<file path="src/core/fcd_cfg.svh">
// constants of the flash command sequencer: addresses, command codes, bus timing
`ifndef FCD_CFG_SVH
`define FCD_CFG_SVH

`define FCD_CLK_MHZ      200
`define FCD_T_SETUP_NS   5
`define FCD_T_WP_NS      35
`define FCD_T_WPH_NS     20
`define FCD_T_ACC_NS     100

`define FCD_A_ANY        11'h000
`define FCD_A_UNLOCK1    11'h555
`define FCD_A_UNLOCK2    11'h2aa

`define FCD_D_UNLOCK1    8'haa
`define FCD_D_UNLOCK2    8'h55
`define FCD_D_RESET      8'hf0
`define FCD_D_SR_READ    8'h70
`define FCD_D_SR_CLEAR   8'h71
`define FCD_D_PROG       8'ha0
`define FCD_D_BUF_LOAD   8'h25
`define FCD_D_BUF_CONF   8'h29
`define FCD_D_ERASE      8'h80
`define FCD_D_CHIP_ER    8'h10
`define FCD_D_SECT_ER    8'h30
`define FCD_D_SUSPEND    8'hb0
`define FCD_D_RESUME     8'h30
`define FCD_D_VPB_SET    8'h00
`define FCD_D_VPB_CLR    8'h01

`endif

</file>
<file path="src/core/fcd_pkg.sv">
// types of the flash command sequencer
package fcd_pkg;

   typedef enum logic [3:0] {
      FCD_OP_READ       = 4'b0000,
      FCD_OP_RESET      = 4'b0001,
      FCD_OP_SR_READ    = 4'b0010,
      FCD_OP_SR_CLEAR   = 4'b0011,
      FCD_OP_WORD_PROG  = 4'b0100,
      FCD_OP_BUF_PROG   = 4'b0101,
      FCD_OP_BUF_ABORT  = 4'b0110,
      FCD_OP_CHIP_ERASE = 4'b0111,
      FCD_OP_SECT_ERASE = 4'b1000,
      FCD_OP_SUSPEND    = 4'b1001,
      FCD_OP_RESUME     = 4'b1010,
      FCD_OP_VPB_SET    = 4'b1011,
      FCD_OP_VPB_CLR    = 4'b1100
   } fcd_op_e;

   typedef enum logic [1:0] {
      FCD_K_END  = 2'b00,
      FCD_K_WR   = 2'b01,
      FCD_K_RD   = 2'b10,
      FCD_K_LOAD = 2'b11
   } fcd_kind_e;

   typedef enum logic [1:0] {
      FCD_DS_CONST = 2'b00,
      FCD_DS_USER  = 2'b01,
      FCD_DS_COUNT = 2'b10
   } fcd_dsel_e;

   typedef enum logic [2:0] {
      FCD_S_IDLE  = 3'b000,
      FCD_S_FETCH = 3'b001,
      FCD_S_SETUP = 3'b010,
      FCD_S_PULSE = 3'b011,
      FCD_S_RECOV = 3'b100,
      FCD_S_RWAIT = 3'b101
   } fcd_state_e;

   typedef struct packed {
      fcd_kind_e   kind;
      logic        user_addr;
      fcd_dsel_e   dsel;
      logic [10:0] addr;
      logic [7:0]  data;
   } fcd_step_s;

endpackage

</file>
<file path="src/core/fcd_host.sv">
// host-side sequencer that issues flash command cycles on the asynchronous x16 bus
`timescale 1ns/10ps
`include "fcd_cfg.svh"
// What this block does
// - one write of F0 anywhere returns the device to array read
// - status read: write 70 to 555, then one read returns status
// - one write of 71 to 555 clears status error bits
// - word program: AA@555, 55@2AA, A0@555, then data at target word
// - buffer program: unlock pair, 25@sector, count@sector, then location/data pairs
// - buffer abort recovery: AA@555, 55@2AA, F0@555 returns to read mode
// - chip erase: unlock, 80@555, unlock, 10@555; erase starts after last write
// - sector erase: as chip erase but sixth write is 30 inside sector
// - suspend: single write of B0 anywhere pauses embedded erase or program
// - resume: single write of 30 anywhere continues suspended operation
// - in volatile protection overlay, A0 then 00/01 at sector sets/clears bit
module fcd_host #(
   parameter int ADDR_W = 26
) (
   input  wire logic                ref_clk,
   input  wire logic                arst_n,
   input  wire logic                cmd_valid,
   input  wire fcd_pkg::fcd_op_e    cmd_op,
   input  wire logic [ADDR_W-1:0]   cmd_addr,
   input  wire logic [15:0]         cmd_data,
   input  wire logic [7:0]          cmd_count,
   output logic                     cmd_ready,
   output logic                     cmd_done,
   input  wire logic                buf_valid,
   input  wire logic [ADDR_W-1:0]   buf_loc,
   input  wire logic [15:0]         buf_data,
   output logic                     buf_ready,
   output logic [15:0]              rd_data,
   output logic                     rd_valid,
   output logic [ADDR_W-1:0]        fl_addr,
   output logic [15:0]              fl_dq_out,
   output logic                     fl_dq_oe,
   input  wire logic [15:0]         fl_dq_in,
   output logic                     fl_ce_n,
   output logic                     fl_we_n,
   output logic                     fl_oe_n
);

   ////////////////////////////////////////////////////////////////////////////////
   // timing counts, rounded up to whole cycles
   localparam int SETUP_CYC = (`FCD_T_SETUP_NS * `FCD_CLK_MHZ + 999) / 1000;
   localparam int WP_CYC    = (`FCD_T_WP_NS * `FCD_CLK_MHZ + 999) / 1000;
   localparam int WPH_CYC   = (`FCD_T_WPH_NS * `FCD_CLK_MHZ + 999) / 1000;
   localparam int ACC_CYC   = (`FCD_T_ACC_NS * `FCD_CLK_MHZ + 999) / 1000;

   if (ADDR_W < 11 || ADDR_W > 32) begin : g_bad_addr_w
      $error("ADDR_W must lie between 11 and 32");
   end

   ////////////////////////////////////////////////////////////////////////////////
   // sequence table
   function automatic fcd_pkg::fcd_step_s mk(input fcd_pkg::fcd_kind_e k, input logic ua,
                                             input fcd_pkg::fcd_dsel_e ds,
                                             input logic [10:0] a, input logic [7:0] d);
      return '{kind: k, user_addr: ua, dsel: ds, addr: a, data: d};
   endfunction
   function automatic fcd_pkg::fcd_step_s wr(input logic [10:0] a, input logic [7:0] d);
      return mk(fcd_pkg::FCD_K_WR, 1'b0, fcd_pkg::FCD_DS_CONST, a, d);
   endfunction
   function automatic fcd_pkg::fcd_step_s wr_sect(input logic [7:0] d);
      return mk(fcd_pkg::FCD_K_WR, 1'b1, fcd_pkg::FCD_DS_CONST, `FCD_A_ANY, d);
   endfunction

   function automatic fcd_pkg::fcd_step_s step_of(input fcd_pkg::fcd_op_e op,
                                                  input logic [2:0] n);
      fcd_pkg::fcd_step_s fin, u1, u2, s;
      fin = mk(fcd_pkg::FCD_K_END, 1'b0, fcd_pkg::FCD_DS_CONST, `FCD_A_ANY, 8'h00);
      u1  = wr(`FCD_A_UNLOCK1, `FCD_D_UNLOCK1);
      u2  = wr(`FCD_A_UNLOCK2, `FCD_D_UNLOCK2);
      s   = fin;
      case (op)
         fcd_pkg::FCD_OP_READ: begin
            if (n == 3'd0) s = mk(fcd_pkg::FCD_K_RD, 1'b1, fcd_pkg::FCD_DS_CONST, `FCD_A_ANY, 8'h00);
         end
         fcd_pkg::FCD_OP_RESET: if (n == 3'd0) s = wr(`FCD_A_ANY, `FCD_D_RESET);
         fcd_pkg::FCD_OP_SR_READ: begin
            case (n)
               3'd0:    s = wr(`FCD_A_UNLOCK1, `FCD_D_SR_READ);
               3'd1:    s = mk(fcd_pkg::FCD_K_RD, 1'b1, fcd_pkg::FCD_DS_CONST, `FCD_A_ANY, 8'h00);
               default: s = fin;
            endcase
         end
         fcd_pkg::FCD_OP_SR_CLEAR: begin
            if (n == 3'd0) s = wr(`FCD_A_UNLOCK1, `FCD_D_SR_CLEAR);
         end
         fcd_pkg::FCD_OP_WORD_PROG: begin
            case (n)
               3'd0:    s = u1;
               3'd1:    s = u2;
               3'd2:    s = wr(`FCD_A_UNLOCK1, `FCD_D_PROG);
               3'd3:    s = mk(fcd_pkg::FCD_K_WR, 1'b1, fcd_pkg::FCD_DS_USER, `FCD_A_ANY, 8'h00);
               default: s = fin;
            endcase
         end
         fcd_pkg::FCD_OP_BUF_PROG: begin
            case (n)
               3'd0:    s = u1;
               3'd1:    s = u2;
               3'd2:    s = wr_sect(`FCD_D_BUF_LOAD);
               3'd3:    s = mk(fcd_pkg::FCD_K_WR, 1'b1, fcd_pkg::FCD_DS_COUNT, `FCD_A_ANY, 8'h00);
               3'd4:    s = mk(fcd_pkg::FCD_K_LOAD, 1'b0, fcd_pkg::FCD_DS_CONST, `FCD_A_ANY, 8'h00);
               3'd5:    s = wr_sect(`FCD_D_BUF_CONF);
               default: s = fin;
            endcase
         end
         fcd_pkg::FCD_OP_BUF_ABORT: begin
            case (n)
               3'd0:    s = u1;
               3'd1:    s = u2;
               3'd2:    s = wr(`FCD_A_UNLOCK1, `FCD_D_RESET);
               default: s = fin;
            endcase
         end
         fcd_pkg::FCD_OP_CHIP_ERASE, fcd_pkg::FCD_OP_SECT_ERASE: begin
            case (n)
               3'd0, 3'd3: s = u1;
               3'd1, 3'd4: s = u2;
               3'd2:       s = wr(`FCD_A_UNLOCK1, `FCD_D_ERASE);
               3'd5:       s = (op == fcd_pkg::FCD_OP_CHIP_ERASE) ?
                                  wr(`FCD_A_UNLOCK1, `FCD_D_CHIP_ER) :
                                  wr_sect(`FCD_D_SECT_ER);
               default:    s = fin;
            endcase
         end
         fcd_pkg::FCD_OP_SUSPEND: if (n == 3'd0) s = wr(`FCD_A_ANY, `FCD_D_SUSPEND);
         fcd_pkg::FCD_OP_RESUME: if (n == 3'd0) s = wr(`FCD_A_ANY, `FCD_D_RESUME);
         fcd_pkg::FCD_OP_VPB_SET, fcd_pkg::FCD_OP_VPB_CLR: begin
            case (n)
               3'd0:    s = wr(`FCD_A_ANY, `FCD_D_PROG);
               3'd1:    s = wr_sect((op == fcd_pkg::FCD_OP_VPB_SET) ? `FCD_D_VPB_SET
                                                                     : `FCD_D_VPB_CLR);
               default: s = fin;
            endcase
         end
         default: s = fin;
      endcase
      return s;
   endfunction

   ////////////////////////////////////////////////////////////////////////////////
   // state
   fcd_pkg::fcd_state_e state_q;
   fcd_pkg::fcd_op_e    op_q;
   logic [ADDR_W-1:0]   addr_q;
   logic [15:0]         data_q;
   logic [7:0]          count_q;
   logic [8:0]          rem_q;
   logic [2:0]          step_q;
   logic [7:0]          cnt_q;

   fcd_pkg::fcd_step_s  cur;
   logic [ADDR_W-1:0]   step_addr;
   logic [15:0]         step_data;
   logic                load_done;

   assign cur       = step_of(op_q, step_q);
   assign step_addr = cur.user_addr ? addr_q : ADDR_W'(cur.addr);
   assign step_data = (cur.dsel == fcd_pkg::FCD_DS_USER)  ? data_q :
                      (cur.dsel == fcd_pkg::FCD_DS_COUNT) ? {8'h00, count_q} :
                                                            {8'h00, cur.data};
   // the load step ends after the last location/data pair
   assign load_done = (cur.kind != fcd_pkg::FCD_K_LOAD) || (rem_q == 9'h000);

   always_ff @(posedge ref_clk or negedge arst_n) begin
      if (!arst_n) begin
         state_q   <= fcd_pkg::FCD_S_IDLE;
         op_q      <= fcd_pkg::FCD_OP_READ;
         addr_q    <= '0;
         data_q    <= 16'h0000;
         count_q   <= 8'h00;
         rem_q     <= 9'h000;
         step_q    <= 3'h0;
         cnt_q     <= 8'h00;
         cmd_ready <= 1'b0;
         cmd_done  <= 1'b0;
         buf_ready <= 1'b0;
         rd_data   <= 16'h0000;
         rd_valid  <= 1'b0;
         fl_addr   <= '0;
         fl_dq_out <= 16'h0000;
         fl_dq_oe  <= 1'b0;
         fl_ce_n   <= 1'b1;
         fl_we_n   <= 1'b1;
         fl_oe_n   <= 1'b1;
      end else begin
         cmd_done  <= 1'b0;
         buf_ready <= 1'b0;
         rd_valid  <= 1'b0;
         case (state_q)
            fcd_pkg::FCD_S_IDLE: begin
               cmd_ready <= 1'b1;
               if (cmd_valid && cmd_ready) begin
                  cmd_ready <= 1'b0;
                  op_q      <= cmd_op;
                  addr_q    <= cmd_addr;
                  data_q    <= cmd_data;
                  count_q   <= cmd_count;
                  rem_q     <= {1'b0, cmd_count} + 9'h001;
                  step_q    <= 3'h0;
                  state_q   <= fcd_pkg::FCD_S_FETCH;
               end
            end
            fcd_pkg::FCD_S_FETCH: begin
               cnt_q <= 8'(SETUP_CYC - 1);
               case (cur.kind)
                  fcd_pkg::FCD_K_WR: begin
                     fl_addr   <= step_addr;
                     fl_dq_out <= step_data;
                     fl_dq_oe  <= 1'b1;
                     fl_ce_n   <= 1'b0;
                     state_q   <= fcd_pkg::FCD_S_SETUP;
                  end
                  fcd_pkg::FCD_K_RD: begin
                     fl_addr <= step_addr;
                     fl_ce_n <= 1'b0;
                     fl_oe_n <= 1'b0;
                     cnt_q   <= 8'(ACC_CYC - 1);
                     state_q <= fcd_pkg::FCD_S_RWAIT;
                  end
                  fcd_pkg::FCD_K_LOAD: begin
                     if (buf_valid) begin
                        buf_ready <= 1'b1;
                        rem_q     <= rem_q - 9'h001;
                        fl_addr   <= buf_loc;
                        fl_dq_out <= buf_data;
                        fl_dq_oe  <= 1'b1;
                        fl_ce_n   <= 1'b0;
                        state_q   <= fcd_pkg::FCD_S_SETUP;
                     end
                  end
                  default: begin
                     cmd_done <= 1'b1;
                     state_q  <= fcd_pkg::FCD_S_IDLE;
                  end
               endcase
            end
            fcd_pkg::FCD_S_SETUP: begin
               if (cnt_q == 8'h00) begin
                  fl_we_n <= 1'b0;
                  cnt_q   <= 8'(WP_CYC - 1);
                  state_q <= fcd_pkg::FCD_S_PULSE;
               end else begin
                  cnt_q <= cnt_q - 8'h01;
               end
            end
            fcd_pkg::FCD_S_PULSE: begin
               if (cnt_q == 8'h00) begin
                  fl_we_n <= 1'b1;
                  cnt_q   <= 8'(WPH_CYC - 1);
                  state_q <= fcd_pkg::FCD_S_RECOV;
               end else begin
                  cnt_q <= cnt_q - 8'h01;
               end
            end
            fcd_pkg::FCD_S_RWAIT: begin
               if (cnt_q == 8'h00) begin
                  rd_data  <= fl_dq_in;
                  rd_valid <= 1'b1;
                  fl_oe_n  <= 1'b1;
                  cnt_q    <= 8'(WPH_CYC - 1);
                  state_q  <= fcd_pkg::FCD_S_RECOV;
               end else begin
                  cnt_q <= cnt_q - 8'h01;
               end
            end
            fcd_pkg::FCD_S_RECOV: begin
               fl_dq_oe <= 1'b0;
               fl_ce_n  <= 1'b1;
               if (cnt_q == 8'h00) begin
                  if (load_done) step_q <= step_q + 3'h1;
                  state_q <= fcd_pkg::FCD_S_FETCH;
               end else begin
                  cnt_q <= cnt_q - 8'h01;
               end
            end
            default: state_q <= fcd_pkg::FCD_S_IDLE;
         endcase
      end
   end

endmodule // fcd_host

</file>
<file path="config.mk">
export PLATFORM = sky130hd
export DESIGN_NAME = fcd_host
export DESIGN_NICKNAME = d
export VERILOG_FILES = /design/src/core/fcd_pkg.sv /design/src/core/fcd_host.sv
export VERILOG_INCLUDE_DIRS = /design/src /design/src/core
export SDC_FILE = /design/constraint.sdc
export NUM_CORES = 1
export LEC_CHECK = 0
export BUFFER_PORTS_ARGS = -buffer_cell sky130_fd_sc_hd__buf_4
export CAP_MARGIN = 20
export CELL_PAD_IN_SITES_DETAIL_PLACEMENT = 1
export CELL_PAD_IN_SITES_GLOBAL_PLACEMENT = 1
export CORE_MARGIN = 3
export CORE_UTILIZATION = 25
export DETAILED_ROUTE_END_ITERATION = 16
export GPL_TIMING_DRIVEN = 0
export PLACE_DENSITY = 0.61
export SETUP_SLACK_MARGIN = 0.1
export SLEW_MARGIN = 20
export SYNTH_ARGS = -nofsm -noshare
export SYNTH_HDL_FRONTEND = slang
export SYNTH_SLANG_ARGS = --single-unit
</file>
<file path="constraint.sdc">
create_clock -name ref_clk -period 8 [get_ports ref_clk]
set_clock_uncertainty 0.05 [all_clocks]
set_input_delay 1.6 -clock ref_clk [delete_from_list [all_inputs] [get_ports ref_clk]]
set_output_delay 1.6 -clock ref_clk [all_outputs]
set_load 0.03 [all_outputs]
</file>
== Yosys cells after proc, flatten, opt, wreduce, memory -nomap -nowiden ==
Index checks and enable logic that the tools add are counted.

* Bits in registers: 143
* Input bits: 116
* Output and inout port bits: 66
* Logic and storage cells: 160

* Add/sub/neg operators: 4
* Equality and inequality tests: 43
* Mux-type cells: 60
* Reductions and logical operators: 34

{| class="wikitable"
|+ Operator list
! operator !! count
|-
| $pmux W24 S11 || 1
|-
| $pmux W23 S4 || 2
|-
| $pmux W24 S6 || 1
|-
| $mux W23 || 4
|-
| $pmux W23 S3 || 1
|-
| $mux W26 || 2
|-
| $pmux W26 S2 || 1
|-
| $pmux W24 S2 || 1
|-
| $pmux W23 S2 || 1
|-
| $mux W16 || 2
|-
| $mux W8 || 4
|-
| $pmux W16 S2 || 1
|-
| $pmux W8 S4 || 1
|-
| $mux W9 || 3
|-
| $mux W24 || 1
|-
| $mux W3 || 8
|-
| $mux W22 || 1
|-
| $ne A2 B2 Y1 const B || 11
|-
| $eq A4 B4 Y1 const B || 5
|-
| $pmux W9 S2 || 1
|-
| $reduce_and A3 Y1 || 6
|-
| $eq A4 B3 Y1 const B || 4
|-
| $pmux W3 S5 || 1
|-
| $mux W1 || 14
|-
| other kinds (31) || 64
|}

== Depth between registers and ports, before layout ==
Gate-level depths: netlist (run 1).

* Word-level depth: 9
* Gate-level depth with buffers: 12
* Depth with buffers taken out: 8

== Least setup slack after synthesis (run 1) ==
No wires, ideal clock.

* Path type: input -> register
* Start point: in buf_valid
* End point: reg rem_q[4]
* Data arrival time: 2.898 ns
* Required time: 7.829 ns
* Slack: 4.931 ns
* Stages on the path: 6
* Buffers on the path: 1
* Path through: clkbuf_1 inv_1 nor3_1 a21boi_1 o21ai_0 a22o_1

* Word-level cells in the longest chain between the ends: 2

{| class="wikitable"
|+ RTL lines
! item !! RTL line !! text
|-
| start, declared || fcd_host.sv:28 || <nowiki>input wire logic buf_valid,</nowiki>
|-
| $ne A2 B2 Y1 (no line) || n/a ||
|-
| $reduce_and A4 Y1 (no line) || n/a ||
|-
| end signal, assigned || fcd_host.sv:202 || <nowiki>rem_q <= {1'b0, cmd_count} + 9'h001;</nowiki>
|-
| end signal, assigned || fcd_host.sv:227 || <nowiki>rem_q <= rem_q - 9'h001;</nowiki>
|-
| end, declared || fcd_host.sv:151 || <nowiki>logic [8:0] rem_q;</nowiki>
|}

No other way between the ends.
A chain may end at the register's enable or synchronous reset.

== Worst setup path in the final report (run 1) ==
* Start point: reg step_q[2]
* End point: reg fl_dq_out[2]

* Word-level cells in the longest chain between the ends: 8
* Elaborated cells on any way between the ends: 30
* Classes of those cells: 10 x eq/ne; 15 x mux; 5 x reduce/logical

{| class="wikitable"
|+ RTL lines
! item !! RTL line !! text
|-
| start, declared || fcd_host.sv:152 || <nowiki>logic [2:0] step_q;</nowiki>
|-
| start signal, assigned || fcd_host.sv:274 || <nowiki>if (load_done) step_q <= step_q + 3'h1;</nowiki>
|-
| $eq A3 B1 Y1 (tied with other cells) || n/a ||
|-
| $reduce_or A2 Y1 || fcd_host.sv:119 || <nowiki>case (n)</nowiki>
|-
| $pmux W23 S4 || fcd_host.sv:119 ||
|-
| $pmux W24 S11 * || fcd_host.sv:75 || <nowiki>case (op)</nowiki>
|-
| $eq A2 B2 Y1 || fcd_host.sv:163 || <nowiki>(cur.dsel == fcd_pkg::FCD_DS_COUNT) ? {8'h00, count_q} :</nowiki>
|-
| $mux W8 || fcd_host.sv:163 ||
|-
| $mux W16 || fcd_host.sv:162 || <nowiki>assign step_data = (cur.dsel == fcd_pkg::FCD_DS_USER) ? data_q :</nowiki>
|-
| $pmux W16 S2 || fcd_host.sv:209 || <nowiki>case (cur.kind)</nowiki>
|-
| end signal, assigned || fcd_host.sv:212 || <nowiki>fl_dq_out <= step_data;</nowiki>
|-
| end signal, assigned || fcd_host.sv:229 || <nowiki>fl_dq_out <= buf_data;</nowiki>
|-
| end, declared || fcd_host.sv:35 || <nowiki>output logic [15:0] fl_dq_out,</nowiki>
|}

Mark *: on every way between the ends. The rest lies on a longest branch, timed or not.

==> results of run 1 <==
## layer usage
metal,vias to the layer above,share of wire,GRT usage,routed length [um]
li1,3618,-,-,-
met1,3803,0.45,0.230,13500
met2,152,0.48,0.293,14300
met3,26,0.053,0.0480,1570
met4,0,0.018,0.0472,543
met5,-,0,0,0
## sequential cells by signal (all words and copies together), names as in the netlist, 3 cells and up
name / cells
addr_q: 26
cnt_q: 8
count_q: 8
data_q: 16
fl_addr: 26
fl_dq_out: 16
op_q: 4
rd_data: 16
rem_q: 9
state_q: 3
step_q: 3
## critical path, cell delays in order, from the launching register on
cell	delay, ns
sky130_fd_sc_hd__dfrtp_1	0.36
sky130_fd_sc_hd__clkbuf_1	0.35
sky130_fd_sc_hd__inv_1	0.19
sky130_fd_sc_hd__ha_1	0.24
sky130_fd_sc_hd__clkbuf_1	0.24
sky130_fd_sc_hd__o31ai_1	0.39
sky130_fd_sc_hd__nand4_1	0.36
sky130_fd_sc_hd__o21ai_1	0.93
sky130_fd_sc_hd__buf_2	0.42
sky130_fd_sc_hd__a21oi_1	0.07
sky130_fd_sc_hd__a21oi_1	0.18
## path summary, 6_finish.rpt
path	startpoint	end	slack (ns)
min in group asynchronous	arst_n	fl_dq_out[2]	1.10
hold / removal	addr_q[0]	addr_q[0]	0.42
hold reg to reg	addr_q[0]	addr_q[0]	0.42
setup reg to reg	step_q[2]	fl_dq_out[2]	4.13
max in group asynchronous	arst_n	fl_we_n	5.96
setup / recovery	step_q[2]	fl_dq_out[2]	4.13
## through the flow
| stage | setup WS, ns | cell area, um2 |
|---|---|---|
| 2_1_floorplan | 4.93 | 7860 |
| 3_3_place_gp | 4.06 | 9710 |
| 3_5_place_dp | 4.01 | 9740 |
| 4_1_cts | 4.10 | 10400 |
| 5_1_grt | 3.82 | 10400 |
| 6_report | 4.13 | 10400 |
## cells in the final DEF (no fill, tap or decap), types with 9 or more instances in the layout
cell and instances:
sky130_fd_sc_hd__clkbuf_16 17, sky130_fd_sc_hd__nor3_1 17, sky130_fd_sc_hd__and3_1 9, sky130_fd_sc_hd__a21oi_1 37, sky130_fd_sc_hd__o211ai_1 30, sky130_fd_sc_hd__nor2_1 47, sky130_fd_sc_hd__o21ai_0 71, sky130_fd_sc_hd__a32o_1 10
sky130_fd_sc_hd__buf_4 181, sky130_fd_sc_hd__clkbuf_1 49, sky130_fd_sc_hd__mux2_4 13, sky130_fd_sc_hd__o22ai_1 16, sky130_fd_sc_hd__inv_1 16, sky130_fd_sc_hd__buf_2 9, sky130_fd_sc_hd__nand2_1 252, sky130_fd_sc_hd__dfrtp_1 140
sky130_fd_sc_hd__a221oi_1 9, sky130_fd_sc_hd__o31ai_1 9
## power groups by stage
stage               clock network, mW  logic (mW)  registers, mW
finish                          0.876      0.0718          0.723
global route                    0.931      0.0794          0.723
CTS                             0.895      0.0737          0.723
detailed placement                  0      0.0735          0.737
global placement                    0      0.0711          0.737
floorplan                           0     0.00635          0.737
## cell families (layout without fill, tap and decap cells)
kind of cell               count (synthesis)  in the layout  synth area share
AOI/OAI and AO/OA                        251            251             0.219
DFF                                      143            143             0.456
muxes                                     25             25            0.0414
buffers and inverters                     81            293            0.0430
xor gates and xnor gates                   6              6           0.00669
adders and majority gates                 10             10            0.0153
and+or+nand+nor                          390            390             0.219
## area by class of cell
type,count,area (um2),area share
Buffer,64,274,0.0264
Clock buffer,21,470,0.0454
Clock inverter,10,160,0.0154
Inverter,17,63.8,0.00615
Multi-Input combinational cell,682,3940,0.380
Sequential cell,143,3580,0.345
Tap cell,396,495,0.0478
Timing Repair Buffer,181,1390,0.134
==> report_table.html, run 1 <==
<table>
<tr><th>Metric</th><th>Value</th></tr>
<tr><th colspan="2">Synthesis</th></tr>
<tr><td>Number of enable-type register cells in the synthesized netlist</td><td>0</td></tr>
<tr><td>Area of the mapped netlist</td><td>7860 um2</td></tr>
<tr><td>Cells taking the most area after synthesis</td><td>sky130_fd_sc_hd__dfrtp_1 45%, sky130_fd_sc_hd__nand2_1 12%, sky130_fd_sc_hd__o21ai_0 4.5%</td></tr>
<tr><td>Post-synthesis async set-or-reset flop share</td><td>1.00</td></tr>
<tr><td>Post-Synthesis Cells</td><td>906</td></tr>
<tr><td>Yosys warnings</td><td>0</td></tr>
<tr><td>Area leader, netlist</td><td>sky130_fd_sc_hd__dfrtp_1</td></tr>
<tr><td>Synthesized netlist net count</td><td>1030</td></tr>
<tr><td>Synth cell count leaders</td><td>252 x sky130_fd_sc_hd__nand2_1, 140 x sky130_fd_sc_hd__dfrtp_1, 71 x sky130_fd_sc_hd__o21ai_0</td></tr>
<tr><td>Top-area cell type share of the netlist area</td><td>0.446</td></tr>
<tr><td>Avg Synthesized Cell Area</td><td>8.67 um2</td></tr>
<tr><td>Post-synthesis sequential area ratio</td><td>0.456</td></tr>
<tr><td>Flip-flop and latch count after synthesis</td><td>143</td></tr>
<tr><td>Most used standard cell by instance count after synthesis</td><td>sky130_fd_sc_hd__nand2_1</td></tr>
<tr><td>Synth cell types</td><td>75</td></tr>
<tr><td>Most used flip-flop cell after synthesis</td><td>sky130_fd_sc_hd__dfrtp_1</td></tr>
<tr><th colspan="2">Die</th></tr>
<tr><td>DIE HEIGHT</td><td>183 um</td></tr>
<tr><td>Top-level I/O count</td><td>182</td></tr>
<tr><td>Die Outline Area</td><td>33600 um2</td></tr>
<tr><td>Core outline area</td><td>30700 um2</td></tr>
<tr><td>Number of rows in the core area</td><td>64</td></tr>
<tr><td>Horizontal extent of the die</td><td>183 um</td></tr>
<tr><td>Initial cell density of the core</td><td>0.256</td></tr>
<tr><th colspan="2">CTS</th></tr>
<tr><td>Clock H-tree levels</td><td>4</td></tr>
<tr><td>CTS sink cnt</td><td>143</td></tr>
<tr><td>Post-CTS Repair Setup Buffers</td><td>0</td></tr>
<tr><td># resized after CTS</td><td>0</td></tr>
<tr><td>Number of buffers created by CTS</td><td>17</td></tr>
<tr><td>Root Buffer</td><td>sky130_fd_sc_hd__clkbuf_16</td></tr>
<tr><td>Source-to-sink clock delay at the later pin of the worst-skew pair</td><td>0.44 ns</td></tr>
<tr><td>Cts-stage hold buffer count</td><td>0</td></tr>
<tr><td>Maximum clock path buffer count</td><td>2</td></tr>
<tr><td>Clock transition at the registers of the reported paths</td><td>0.06 ns</td></tr>
<tr><td>TritonCTS clock tree</td><td>yes</td></tr>
<tr><th colspan="2">Routing</th></tr>
<tr><td>Number of DRC violations after detailed-routing iteration 0</td><td>379</td></tr>
<tr><td>Mean number of vias per cell</td><td>5.02</td></tr>
<tr><td>Detailed-routing iteration count for the pre-antenna-repair pass</td><td>5</td></tr>
<tr><td>DRC violation count after routing</td><td>0</td></tr>
<tr><td>Number of nets with antenna violations after routing</td><td>0</td></tr>
<tr><td>Aggregate routed wire length</td><td>29.8 mm</td></tr>
<tr><td>Avg WL per Cell</td><td>19.7 um</td></tr>
<tr><td>DR vias</td><td>7599</td></tr>
<tr><th colspan="2">Critical path</th></tr>
<tr><td>Critical path startpoint category</td><td>register</td></tr>
<tr><td>Data arrival time of the critical path</td><td>4.18 ns</td></tr>
<tr><td>Setup crit end kind</td><td>register</td></tr>
<tr><td>Crit Path Max Fanout</td><td>10</td></tr>
<tr><td>Worst-case reg-to-reg path depth</td><td>10</td></tr>
<tr><td>Category of the critical setup timing path</td><td>reg2reg</td></tr>
<tr><td>Data required, critical path</td><td>8.31 ns</td></tr>
<tr><th colspan="2">STA</th></tr>
<tr><td>Final-report hold violation count</td><td>0</td></tr>
<tr><td>Fmax achieved</td><td>259 MHz</td></tr>
<tr><td>Setup tns final</td><td>0 ns</td></tr>
<tr><td>Number of setup violations in the final report</td><td>0</td></tr>
<tr><td>Post-layout minimum cycle time</td><td>3.87 ns</td></tr>
<tr><td>Normalized max-slew margin</td><td>0.294</td></tr>
<tr><td>Setup repair after global routing missed its margin</td><td>no</td></tr>
<tr><td>Final count of pins violating max slew</td><td>0</td></tr>
<tr><td>Worst slack on hold paths</td><td>0.421 ns</td></tr>
<tr><td>Pin slew with the least headroom to its limit</td><td>1.05 ns</td></tr>
<tr><td>Tcrit/Tclk final</td><td>0.483</td></tr>
<tr><th colspan="2">Power and ir drop</th></tr>
<tr><td>Switching pwr</td><td>0.363 mW</td></tr>
<tr><td>Power density over the cells</td><td>161 nW/um2</td></tr>
<tr><td>Switching part of the total</td><td>0.217</td></tr>
<tr><td>Total Power Consumption</td><td>1.67 mW</td></tr>
<tr><td>P_int</td><td>1.31 mW</td></tr>
<tr><td>Part of the power in combinational logic</td><td>0.043</td></tr>
<tr><td>Part of the total power dissipated in sequential elements</td><td>0.433</td></tr>
<tr><td>Relative contribution of the clock network to total power</td><td>0.524</td></tr>
<tr><td>Max IR drop VDD</td><td>0.128 mV</td></tr>
<tr><td>Leakage power total</td><td>4.92 nW</td></tr>
<tr><th colspan="2">Outcome</th></tr>
<tr><td>Status</td><td>completed</td></tr>
<tr><th colspan="2">Cells and area</th></tr>
<tr><td>Final core utilization</td><td>0.337</td></tr>
<tr><td>Final non-filler cell total</td><td>1514</td></tr>
<tr><td>Fill cell total of the finished layout</td><td>3704</td></tr>
<tr><td>Post-layout nets</td><td>1230</td></tr>
<tr><td>Proportion of layout cells with a drive suffix above 1</td><td>0.235</td></tr>
<tr><td>Area Overhead vs Synth</td><td>32.0%</td></tr>
<tr><td>Number of diodes</td><td>0</td></tr>
<tr><th colspan="2">Placement</th></tr>
<tr><td>Weighted congestion at the end of routability-driven global placement</td><td>0.880</td></tr>
<tr><td>Number of buffers inserted by port buffering</td><td>180</td></tr>
<tr><td>Detailed placer's ending HPWL</td><td>22.4 mm</td></tr>
<tr><td>Dpl cells</td><td>1483</td></tr>
<tr><th colspan="2">GRT</th></tr>
<tr><td>First-pass GRT wire length</td><td>46.5 mm</td></tr>
<tr><td>Pin count of the biggest net entering global routing</td><td>74</td></tr>
<tr><td>GRT Overall Usage</td><td>0.177</td></tr>
<tr><td>Global route overflow</td><td>0</td></tr>
<tr><td>Via count of the first global-routing pass</td><td>8092</td></tr>
<tr><td>Initial antenna violation count</td><td>0</td></tr>
<tr><th colspan="2">Job</th></tr>
<tr><td>Number of maximum-capacitance constraint violations</td><td>0</td></tr>
<tr><th colspan="2">Hold path</th></tr>
<tr><td>Worst hold path type</td><td>reg2reg</td></tr>
<tr><td>Worst Hold Path Cells</td><td>2</td></tr>
</table>
(Power assumes the default switching activity.)
==> inputs of run 2 (changes only) <==
--- a/config.mk
+++ b/config.mk
@@ -14,7 +14,7 @@
 export CORE_UTILIZATION = 25
 export DETAILED_ROUTE_END_ITERATION = 16
 export GPL_TIMING_DRIVEN = 0
-export PLACE_DENSITY = 0.61
+export PLACE_DENSITY = 0.63
 export SETUP_SLACK_MARGIN = 0.1
 export SLEW_MARGIN = 20
 export SYNTH_ARGS = -nofsm -noshare
==> constraint.sdc (replaced) <==
create_clock -name ref_clk -period 3.1 [get_ports ref_clk]
set_clock_uncertainty 0.05 [all_clocks]
set_input_delay 0.62 -clock ref_clk [delete_from_list [all_inputs] [get_ports ref_clk]]
set_output_delay 0.62 -clock ref_clk [all_outputs]
set_load 0.03 [all_outputs]
==> run 2 against run 1 <==
Compared with the run above:
- sequential cell count unchanged
- worst setup slack got worse by 3.9 ns
- via count increased by 1.6%
- global-route usage about the same
- utilization increased by 0.96 points
- clock power increased by 150%
- routed wire length increased by 0.84%
- register-to-register slack got worse by 3.9 ns
- fmax increased by 34%
- design area increased by 2.8%
- critical path type unchanged
- critical endpoint is now fl_addr[3]
- largest power group unchanged
==> report_table.html, run 2 (synthesis results as in run 1) <==
<table>
<tr><th>Metric</th><th>Value</th></tr>
<tr><th colspan="2">Outcome</th></tr>
<tr><td>Status</td><td>completed (unchanged)</td></tr>
<tr><th colspan="2">Cells and area</th></tr>
<tr><td>Fill cell total of the finished layout</td><td>3698 (was 3704)</td></tr>
<tr><td>Post-route cell area</td><td>10700 um2 (was 10400 um2)</td></tr>
<tr><td>Commonest non-fill, non-tap cell in the layout</td><td>sky130_fd_sc_hd__nand2_1 (unchanged)</td></tr>
<tr><td>Registers with the most flip-flops</td><td>addr_q (26), fl_addr (26) (unchanged)</td></tr>
<tr><td>Area Overhead vs Synth</td><td>35.7% (was 32.0%)</td></tr>
<tr><td>Proportion of layout cells with a drive suffix above 1</td><td>0.274 (was 0.235)</td></tr>
<tr><td>Post-layout nets</td><td>1247 (was 1230)</td></tr>
<tr><td>Number of diodes</td><td>0 (unchanged)</td></tr>
<tr><td>Final non-filler cell total</td><td>1532 (was 1514)</td></tr>
<tr><td>Leading cell types in the layout, fill and taps excluded</td><td>251 x sky130_fd_sc_hd__nand2_1, 198 x sky130_fd_sc_hd__buf_4, 140 x sky130_fd_sc_hd__dfrtp_1 (was 252 x sky130_fd_sc_hd__nand2_1, 181 x sky130_fd_sc_hd__buf_4, 140 x sky130_fd_sc_hd__dfrtp_1)</td></tr>
<tr><th colspan="2">CTS</th></tr>
<tr><td>Source-to-sink clock delay at the later pin of the worst-skew pair</td><td>0.43 ns (was 0.44 ns)</td></tr>
<tr><td>Number of buffers created by CTS</td><td>17 (unchanged)</td></tr>
<tr><td>CTS sink cnt</td><td>143 (unchanged)</td></tr>
<tr><td>Maximum clock path buffer count</td><td>2 (unchanged)</td></tr>
<tr><td>TritonCTS clock tree</td><td>yes (unchanged)</td></tr>
<tr><td>Cts-stage hold buffer count</td><td>0 (unchanged)</td></tr>
<tr><td>Clock H-tree levels</td><td>4 (unchanged)</td></tr>
<tr><td>Root Buffer</td><td>sky130_fd_sc_hd__clkbuf_16 (unchanged)</td></tr>
<tr><td>Clock transition at the registers of the reported paths</td><td>0.07 ns (was 0.06 ns)</td></tr>
<tr><th colspan="2">STA</th></tr>
<tr><td>Setup repair after global routing missed its margin</td><td>no (unchanged)</td></tr>
<tr><td>Pin slew with the least headroom to its limit</td><td>0.879 ns (was 1.05 ns)</td></tr>
<tr><td>Number of setup violations in the final report</td><td>0 (unchanged)</td></tr>
<tr><td>Setup tns final</td><td>0 ns (unchanged)</td></tr>
<tr><td>Tcrit/Tclk final</td><td>0.933 (was 0.483)</td></tr>
<tr><td>Fmax achieved</td><td>346 MHz (was 259 MHz)</td></tr>
<tr><td>Final-report hold violation count</td><td>0 (unchanged)</td></tr>
<tr><td>Post-layout minimum cycle time</td><td>2.89 ns (was 3.87 ns)</td></tr>
<tr><td>Normalized max-slew margin</td><td>0.410 (was 0.294)</td></tr>
<tr><td>Worst slack on hold paths</td><td>0.128 ns (was 0.421 ns)</td></tr>
<tr><td>Final count of pins violating max slew</td><td>0 (unchanged)</td></tr>
<tr><th colspan="2">Routing</th></tr>
<tr><td>Detailed-routing iteration count for the pre-antenna-repair pass</td><td>6 (was 5)</td></tr>
<tr><td>Mean number of vias per cell</td><td>5.04 (was 5.02)</td></tr>
<tr><td>Number of nets with antenna violations after routing</td><td>0 (unchanged)</td></tr>
<tr><td>Number of DRC violations after detailed-routing iteration 0</td><td>457 (was 379)</td></tr>
<tr><td>Aggregate routed wire length</td><td>30.1 mm (was 29.8 mm)</td></tr>
<tr><td>DR vias</td><td>7719 (was 7599)</td></tr>
<tr><td>Avg WL per Cell</td><td>19.6 um (was 19.7 um)</td></tr>
<tr><td>DRC violation count after routing</td><td>0 (unchanged)</td></tr>
<tr><th colspan="2">Critical path</th></tr>
<tr><td>Crit-path leading delay family</td><td>simple AND/OR/NAND/NOR gates (was compound AO/OA/AOI/OAI gates)</td></tr>
<tr><td>Critical path cell sequence</td><td>buf_4 &gt; ha_4 &gt; or4b_4 &gt; o221ai_4 &gt; nand4_1 &gt; buf_4 &gt; buf_4 &gt; buf_2 &gt; o211ai_1 &gt; o31ai_1 &gt; mux2_2 (was clkbuf_1 &gt; inv_1 &gt; ha_1 &gt; clkbuf_1 &gt; o31ai_1 &gt; nand4_1 &gt; o21ai_1 &gt; buf_2 &gt; a21oi_1 &gt; a21oi_1)</td></tr>
<tr><td>Max stage delay cell, worst path</td><td>sky130_fd_sc_hd__or4b_4 (was sky130_fd_sc_hd__o21ai_1)</td></tr>
<tr><td>Setup crit end kind</td><td>register (unchanged)</td></tr>
<tr><td>Sum of buffers and inverters on the critical path</td><td>4 (unchanged)</td></tr>
<tr><td>CP dominant cell by count</td><td>sky130_fd_sc_hd__buf_4</td></tr>
<tr><td>Internal reg-to-reg setup slack</td><td>0.21 ns (was 4.13 ns)</td></tr>
<tr><td>Critical path startpoint category</td><td>register (unchanged)</td></tr>
<tr><td>Crit Path Max Fanout</td><td>10 (unchanged)</td></tr>
<tr><td>Data arrival time of the critical path</td><td>3.15 ns (was 4.18 ns)</td></tr>
<tr><td>R2r startpoint</td><td>step_q[1] (was step_q[2])</td></tr>
<tr><td>Data required, critical path</td><td>3.36 ns (was 8.31 ns)</td></tr>
<tr><td>Biggest cell delay along the critical path</td><td>0.56 ns (was 0.93 ns)</td></tr>
<tr><td>Worst-case reg-to-reg path depth</td><td>11 (was 10)</td></tr>
<tr><td>Worst flop-to-flop path endpoint</td><td>fl_addr[3] (was fl_dq_out[2])</td></tr>
<tr><td>Category of the critical setup timing path</td><td>reg2reg (unchanged)</td></tr>
<tr><th colspan="2">Power and ir drop</th></tr>
<tr><td>Leakage power total</td><td>5.07 nW (was 4.92 nW)</td></tr>
<tr><td>Power density over the cells</td><td>396 nW/um2 (was 161 nW/um2)</td></tr>
<tr><td>Max IR drop VDD</td><td>0.291 mV (was 0.128 mV)</td></tr>
<tr><th colspan="2">Die</th></tr>
<tr><td>DIE HEIGHT</td><td>183 um (unchanged)</td></tr>
<tr><td>Number of rows in the core area</td><td>64 (unchanged)</td></tr>
<tr><td>Top-level I/O count</td><td>182 (unchanged)</td></tr>
<tr><td>Initial cell density of the core</td><td>0.256 (unchanged)</td></tr>
<tr><td>Die Outline Area</td><td>33600 um2 (unchanged)</td></tr>
<tr><td>Horizontal extent of the die</td><td>183 um (unchanged)</td></tr>
<tr><td>Core outline area</td><td>30700 um2 (unchanged)</td></tr>
<tr><th colspan="2">Placement</th></tr>
<tr><td>Dpl cells</td><td>1483 (unchanged)</td></tr>
<tr><td>Weighted congestion at the end of routability-driven global placement</td><td>0.888 (was 0.880)</td></tr>
<tr><td>Post-place instance area</td><td>9740 um2 (unchanged)</td></tr>
<tr><td>Detailed placer's ending HPWL</td><td>22.2 mm (was 22.4 mm)</td></tr>
<tr><td>Number of buffers inserted by port buffering</td><td>180 (unchanged)</td></tr>
<tr><th colspan="2">Job</th></tr>
<tr><td>Number of maximum-capacitance constraint violations</td><td>0 (unchanged)</td></tr>
<tr><th colspan="2">GRT</th></tr>
<tr><td>Pin count of the biggest net entering global routing</td><td>78 (was 74)</td></tr>
<tr><td>Via count of the first global-routing pass</td><td>8114 (was 8092)</td></tr>
<tr><td>Global route overflow</td><td>0 (unchanged)</td></tr>
<tr><td>GRT Overall Usage</td><td>0.178 (was 0.177)</td></tr>
<tr><td>Initial antenna violation count</td><td>0 (unchanged)</td></tr>
<tr><td>First-pass GRT wire length</td><td>46.9 mm (was 46.5 mm)</td></tr>
<tr><th colspan="2">Hold path</th></tr>
<tr><td>Worst hold path type</td><td>in2async (was reg2reg)</td></tr>
</table>
## run 2: what timing repair did
action,CTS,global route
setup endpoints to repair,69,67
buffers inserted,9,7
pin swaps,3,11
endpoints found under the hold margin,0,0
gates cloned,0,1
resized for setup,27,37
## run 2: through the flow
| stage | power, mW | util | setup WS (ns) |
|---|---|---|---|
| after global placement | 2.08 | 0.316 | -0.750 |
| after floorplan | 1.92 | - | 0.314 |
| after CTS | 4.27 | 0.342 | 0.115 |
| after global routing | 4.38 | 0.347 | 0.108 |
| final | 4.22 | 0.347 | 0.207 |
| after detailed placement | 2.09 | 0.317 | -0.741 |
## run 2: where the power goes
group	internal (mW)	switching, mW	leakage, nW
Combinational	0.104	0.0817	2.94
Sequential	1.87	0	1.84
Clock	1.23	0.936	0.286
Total	3.20	1.02	5.07
## run 2: layout make-up
| type | instances | area [um2] | area share |
|---|---|---|---|
| multi-input cells | 682 | 4080 | 0.382 |
| clock inverters | 12 | 150 | 0.0141 |
| repair buffers | 198 | 1530 | 0.144 |
| inverters | 17 | 63.8 | 0.00598 |
| flip-flops and latches | 143 | 3580 | 0.336 |
| plain buffers | 64 | 320 | 0.0300 |
| well taps | 396 | 495 | 0.0465 |
| clock buffers | 20 | 447 | 0.0419 |
## run 2: worst max-delay path by stage
stage                          from           end  slack, ns  cells after the start
after detailed placement  step_q[2]  fl_dq_out[1]      -0.74                     10
after floorplan           step_q[0]   fl_addr[12]       0.31                     10
after global routing      step_q[1]    fl_addr[7]       0.11                     11
after global placement    step_q[2]  fl_dq_out[4]      -0.75                     10
final                     step_q[1]    fl_addr[3]       0.21                     11
after CTS                 step_q[2]   fl_addr[10]       0.12                     12
## run 2: layer usage
layer	routed length, um	vias to the layer above	share of wire	track usage
met4	641	0	0.021	0.0484
met2	14400	178	0.48	0.296
li1	-	3664	-	-
met3	1510	33	0.050	0.0383
met5	0	-	0	0
met1	13600	3844	0.45	0.235
==> inputs of run 3 (changes only) <==
--- a/config.mk
+++ b/config.mk
@@ -6,6 +6,7 @@
 export SDC_FILE = /design/constraint.sdc
 export NUM_CORES = 1
 export LEC_CHECK = 0
+export ABC_AREA = 1
 export BUFFER_PORTS_ARGS = -buffer_cell sky130_fd_sc_hd__buf_4
 export CAP_MARGIN = 20
 export CELL_PAD_IN_SITES_DETAIL_PLACEMENT = 1
@@ -14,7 +15,7 @@
 export CORE_UTILIZATION = 25
 export DETAILED_ROUTE_END_ITERATION = 16
 export GPL_TIMING_DRIVEN = 0
-export PLACE_DENSITY = 0.63
+export PLACE_DENSITY = 0.65
 export SETUP_SLACK_MARGIN = 0.1
 export SLEW_MARGIN = 20
 export SYNTH_ARGS = -nofsm -noshare
==> run 3 against run 2 <==
Compared with the run above:
- worst hold slack got worse by 0.077 ns
- utilization fell by 0.57 points
- fmax rose by 8.9%
- first-iteration DRC count fell by 9.2%
- sequential power rose by 68%
- non-clock buffer count fell by 47
- clock power fell by 4%
- critical endpoint is now fl_dq_out[5]
==> report_table.html, run 3 <==
<table>
<tr><th>Metric</th><th>Value</th></tr>
<tr><th colspan="2">Outcome</th></tr>
<tr><td>Status</td><td>completed (unchanged)</td></tr>
<tr><th colspan="2">Critical path</th></tr>
<tr><td>Worst-case reg-to-reg path depth</td><td>14 (was 11)</td></tr>
<tr><td>Critical path startpoint category</td><td>register (unchanged)</td></tr>
<tr><td>Internal reg-to-reg setup slack</td><td>0.44 ns (was 0.21 ns)</td></tr>
<tr><td>R2r startpoint</td><td>step_q[0] (was step_q[1])</td></tr>
<tr><td>Crit Path Max Fanout</td><td>10 (unchanged)</td></tr>
<tr><td>Category of the critical setup timing path</td><td>reg2reg (unchanged)</td></tr>
<tr><td>Setup crit end kind</td><td>register (unchanged)</td></tr>
<tr><td>Data required, critical path</td><td>3.37 ns (was 3.36 ns)</td></tr>
<tr><td>Worst flop-to-flop path endpoint</td><td>fl_dq_out[5] (was fl_addr[3])</td></tr>
<tr><td>Data arrival time of the critical path</td><td>2.93 ns (was 3.15 ns)</td></tr>
<tr><th colspan="2">CTS</th></tr>
<tr><td>Number of buffers created by CTS</td><td>17 (unchanged)</td></tr>
<tr><td>Cts-stage hold buffer count</td><td>0 (unchanged)</td></tr>
<tr><td># resized after CTS</td><td>0 (was 27)</td></tr>
<tr><td>CTS sink cnt</td><td>143 (unchanged)</td></tr>
<tr><td>Clock transition at the registers of the reported paths</td><td>0.07 ns (about the same)</td></tr>
<tr><td>Clock H-tree levels</td><td>4 (unchanged)</td></tr>
<tr><td>Post-CTS Repair Setup Buffers</td><td>0 (was 9)</td></tr>
<tr><td>TritonCTS clock tree</td><td>yes (unchanged)</td></tr>
<tr><td>Maximum clock path buffer count</td><td>2 (unchanged)</td></tr>
<tr><td>Root Buffer</td><td>sky130_fd_sc_hd__clkbuf_16 (unchanged)</td></tr>
<tr><td>Source-to-sink clock delay at the later pin of the worst-skew pair</td><td>0.42 ns (was 0.43 ns)</td></tr>
<tr><th colspan="2">Die</th></tr>
<tr><td>DIE HEIGHT</td><td>179 um (was 183 um)</td></tr>
<tr><td>Top-level I/O count</td><td>182 (unchanged)</td></tr>
<tr><td>Number of rows in the core area</td><td>62 (was 64)</td></tr>
<tr><td>Horizontal extent of the die</td><td>179 um (was 183 um)</td></tr>
<tr><td>Core outline area</td><td>29100 um2 (was 30700 um2)</td></tr>
<tr><td>Die Outline Area</td><td>32000 um2 (was 33600 um2)</td></tr>
<tr><td>Initial cell density of the core</td><td>0.256 (about the same)</td></tr>
<tr><th colspan="2">Placement</th></tr>
<tr><td>Detailed placer's ending HPWL</td><td>19.8 mm (was 22.2 mm)</td></tr>
<tr><td>Weighted congestion at the end of routability-driven global placement</td><td>0.866 (was 0.888)</td></tr>
<tr><td>Number of buffers inserted by port buffering</td><td>181 (was 180)</td></tr>
<tr><td>DP Worst Slack</td><td>0.233 ns (was -0.741 ns)</td></tr>
<tr><th colspan="2">Cells and area</th></tr>
<tr><td>Area Overhead vs Synth</td><td>33.0% (was 35.7%)</td></tr>
<tr><td>Combined area of the multi-input logic cells</td><td>3490 um2 (was 4080 um2)</td></tr>
<tr><td>Commonest non-fill, non-tap cell in the layout</td><td>sky130_fd_sc_hd__nand2_1 (unchanged)</td></tr>
<tr><td>Registers with the most flip-flops</td><td>addr_q (26), fl_addr (26) (unchanged)</td></tr>
<tr><td>Storage cell area</td><td>3580 um2 (unchanged)</td></tr>
<tr><td>Post-layout nets</td><td>1346 (was 1247)</td></tr>
<tr><td>Fill cell total of the finished layout</td><td>3613 (was 3698)</td></tr>
<tr><td>Proportion of layout cells with a drive suffix above 1</td><td>0.215 (was 0.274)</td></tr>
<tr><td>Leading cell types in the layout, fill and taps excluded</td><td>493 x sky130_fd_sc_hd__nand2_1, 182 x sky130_fd_sc_hd__buf_4, 140 x sky130_fd_sc_hd__dfrtp_1 (was 251 x sky130_fd_sc_hd__nand2_1, 198 x sky130_fd_sc_hd__buf_4, 140 x sky130_fd_sc_hd__dfrtp_1)</td></tr>
<tr><th colspan="2">STA</th></tr>
<tr><td>Fmax achieved</td><td>376 MHz (was 346 MHz)</td></tr>
<tr><td>Setup tns final</td><td>0 ns (unchanged)</td></tr>
<tr><td>Number of setup violations in the final report</td><td>0 (unchanged)</td></tr>
<tr><td>Tcrit/Tclk final</td><td>0.857 (was 0.933)</td></tr>
<tr><td>Setup repair after global routing missed its margin</td><td>no (unchanged)</td></tr>
<tr><td>Final count of pins violating max slew</td><td>0 (unchanged)</td></tr>
<tr><td>Post-layout minimum cycle time</td><td>2.66 ns (was 2.89 ns)</td></tr>
<tr><td>Final-report hold violation count</td><td>0 (unchanged)</td></tr>
<tr><td>Pin slew with the least headroom to its limit</td><td>0.591 ns (was 0.879 ns)</td></tr>
<tr><td>Setup WS post-layout</td><td>0.443 ns (was 0.207 ns)</td></tr>
<tr><td>Normalized max-slew margin</td><td>0.606 (was 0.410)</td></tr>
<tr><th colspan="2">GRT</th></tr>
<tr><td>GRT Overall Usage</td><td>0.164 (was 0.178)</td></tr>
<tr><td>Global route overflow</td><td>0 (unchanged)</td></tr>
<tr><td>First-pass GRT wire length</td><td>41.0 mm (was 46.9 mm)</td></tr>
<tr><td>Via count of the first global-routing pass</td><td>7673 (was 8114)</td></tr>
<tr><td>Initial antenna violation count</td><td>2 (was 0)</td></tr>
<tr><td>Pin count of the biggest net entering global routing</td><td>90 (was 78)</td></tr>
<tr><th colspan="2">Synthesis</th></tr>
<tr><td>Yosys warnings</td><td>0 (unchanged)</td></tr>
<tr><td>Post-Synthesis Cells</td><td>1021 (was 906)</td></tr>
<tr><td>Share of synthesized cell area in full adder, half adder and majority cells</td><td>0.0134 (was 0.0153)</td></tr>
<tr><td>Number of enable-type register cells in the synthesized netlist</td><td>0 (unchanged)</td></tr>
<tr><td>Synth cell types</td><td>43 (was 75)</td></tr>
<tr><td>Synthesized-area fraction occupied by and/or/nand/nor cells</td><td>0.370 (was 0.219)</td></tr>
<tr><td>Cells taking the most area after synthesis</td><td>sky130_fd_sc_hd__dfrtp_1 47%, sky130_fd_sc_hd__nand2_1 25%, sky130_fd_sc_hd__nand3_1 5.0% (was sky130_fd_sc_hd__dfrtp_1 45%, sky130_fd_sc_hd__nand2_1 12%, sky130_fd_sc_hd__o21ai_0 4.5%)</td></tr>
<tr><td>Avg Synthesized Cell Area</td><td>7.31 um2 (was 8.67 um2)</td></tr>
<tr><td>Synthesized netlist net count</td><td>1145 (was 1030)</td></tr>
<tr><td>Most used flip-flop cell after synthesis</td><td>sky130_fd_sc_hd__dfrtp_1 (unchanged)</td></tr>
<tr><td>Combinational family with the most area after synthesis</td><td>simple AND/OR/NAND/NOR gates (unchanged)</td></tr>
<tr><td>Compound-cell area share of the yosys netlist</td><td>0.0694 (was 0.219)</td></tr>
<tr><td>Fraction of synthesized area in multiplexers</td><td>0 (was 0.0414)</td></tr>
<tr><td>Most used standard cell by instance count after synthesis</td><td>sky130_fd_sc_hd__nand2_1 (unchanged)</td></tr>
<tr><td>Flip-flop and latch count after synthesis</td><td>143 (unchanged)</td></tr>
<tr><td>Area of the mapped netlist</td><td>7460 um2 (was 7860 um2)</td></tr>
<tr><td>Post-synthesis async set-or-reset flop share</td><td>1.00 (unchanged)</td></tr>
<tr><td>Top-area cell type share of the netlist area</td><td>0.470 (was 0.446)</td></tr>
<tr><td>Post-synthesis sequential area ratio</td><td>0.480 (was 0.456)</td></tr>
<tr><td>Area leader, netlist</td><td>sky130_fd_sc_hd__dfrtp_1 (unchanged)</td></tr>
<tr><td>Xor-xnor portion of the synthesized cell area</td><td>0.0141 (was 0.00669)</td></tr>
<tr><td>Synth cell count leaders</td><td>493 x sky130_fd_sc_hd__nand2_1, 140 x sky130_fd_sc_hd__dfrtp_1, 74 x sky130_fd_sc_hd__nand3_1 (was 252 x sky130_fd_sc_hd__nand2_1, 140 x sky130_fd_sc_hd__dfrtp_1, 71 x sky130_fd_sc_hd__o21ai_0)</td></tr>
<tr><th colspan="2">Routing</th></tr>
<tr><td>DRC violation count after routing</td><td>0 (unchanged)</td></tr>
<tr><td>Mean number of vias per cell</td><td>4.49 (was 5.04)</td></tr>
<tr><td>Number of DRC violations after detailed-routing iteration 0</td><td>415 (was 457)</td></tr>
<tr><td>Number of nets with antenna violations after routing</td><td>0 (unchanged)</td></tr>
<tr><td>DR vias</td><td>7270 (was 7719)</td></tr>
<tr><td>Detailed-routing iteration count for the pre-antenna-repair pass</td><td>4 (was 6)</td></tr>
<tr><td>Avg WL per Cell</td><td>16.0 um (was 19.6 um)</td></tr>
<tr><td>Aggregate routed wire length</td><td>25.8 mm (was 30.1 mm)</td></tr>
<tr><th colspan="2">Power and ir drop</th></tr>
<tr><td>Max IR drop VDD</td><td>0.429 mV (was 0.291 mV)</td></tr>
<tr><td>Leakage power total</td><td>5.25 nW (was 5.07 nW)</td></tr>
<tr><td>Power density over the cells</td><td>1090 nW/um2 (was 396 nW/um2)</td></tr>
<tr><th colspan="2">Job</th></tr>
<tr><td>Number of maximum-capacitance constraint violations</td><td>0 (unchanged)</td></tr>
<tr><th colspan="2">Hold path</th></tr>
<tr><td>Worst hold path type</td><td>in2async (unchanged)</td></tr>
</table>
## run 3: kinds of logic after synthesis
| logic type | Yosys count |
|---|---|
| AND/OR/NAND/NOR | 672 |
| adder cells (fa/ha/maj) | 8 |
| AO/OA/AOI/OAI | 93 |
| buffers and inverters | 93 |
| XOR/XNOR | 12 |
| flip-flops | 143 |
## run 3: power breakdown
group,total [mW],leakage [nW],internal [mW],switching [mW]
Sequential,3.15,1.78,2.66,0.494
Clock,2.08,0.286,1.20,0.881
Combinational,5.61,3.19,1.82,3.79
Total,10.8,5.25,5.68,5.16
## run 3: critical path, stage by stage, from the launching register on
cell and delay [ns]:
sky130_fd_sc_hd__dfrtp_1 0.43, sky130_fd_sc_hd__inv_1 0.12, sky130_fd_sc_hd__ha_1 0.25, sky130_fd_sc_hd__nand2_4 0.12, sky130_fd_sc_hd__nor2_2 0.20, sky130_fd_sc_hd__nand2_1 0.07
sky130_fd_sc_hd__o21ai_1 0.08, sky130_fd_sc_hd__inv_1 0.08, sky130_fd_sc_hd__o21ai_2 0.19, sky130_fd_sc_hd__nand2_2 0.15, sky130_fd_sc_hd__nand3_1 0.29, sky130_fd_sc_hd__buf_2 0.30
sky130_fd_sc_hd__nor2_1 0.08, sky130_fd_sc_hd__nand2_1 0.08, sky130_fd_sc_hd__nand2_1 0.05
## run 3: final cells by class
cell class,instances,area share
Clock buffer,17,0.0429
Sequential cell,143,0.361
Inverter,60,0.0229
Tap cell,384,0.0484
Timing Repair Buffer,182,0.140
Clock inverter,14,0.0160
Multi-Input combinational cell,785,0.352
Buffer,33,0.0165
Antenna cell,1,0.000252
## run 3: worst max path at each step
stage / startpoint / endpoint / slack (ns) / cells past startpoint
final: step_q[0] / fl_dq_out[5] / 0.44 / 14
after floorplan: step_q[0] / fl_addr[10] / 0.87 / 14
after detailed placement: state_q[1] / addr_q[20] / 0.23 / 10
after global placement: state_q[1] / addr_q[14] / 0.27 / 10
after global routing: cnt_q[0] / rd_data[1] / 0.13 / 10
after CTS: state_q[1] / addr_q[7] / 0.16 / 10
## run 3: metrics by stage
step           std cells  total power, mW  cell area [um2]  hold slack, ns   util
2_1_floorplan       1021             6.90             7460           0.274      -
3_3_place_gp        1586             8.74             9300           0.403  0.320
3_5_place_dp        1587             8.86             9340           0.410  0.321
4_1_cts             1618             11.0             9920          0.0657  0.341
5_1_grt             1619             11.9             9920          0.0629  0.341
6_report            1619             10.8             9920          0.0515  0.341
## run 3: per-layer routing
metal,GRT usage,wire (um)
met4,0.0461,414
met3,0.0294,1130
met2,0.271,12500
met1,0.218,11800
met5,0,13
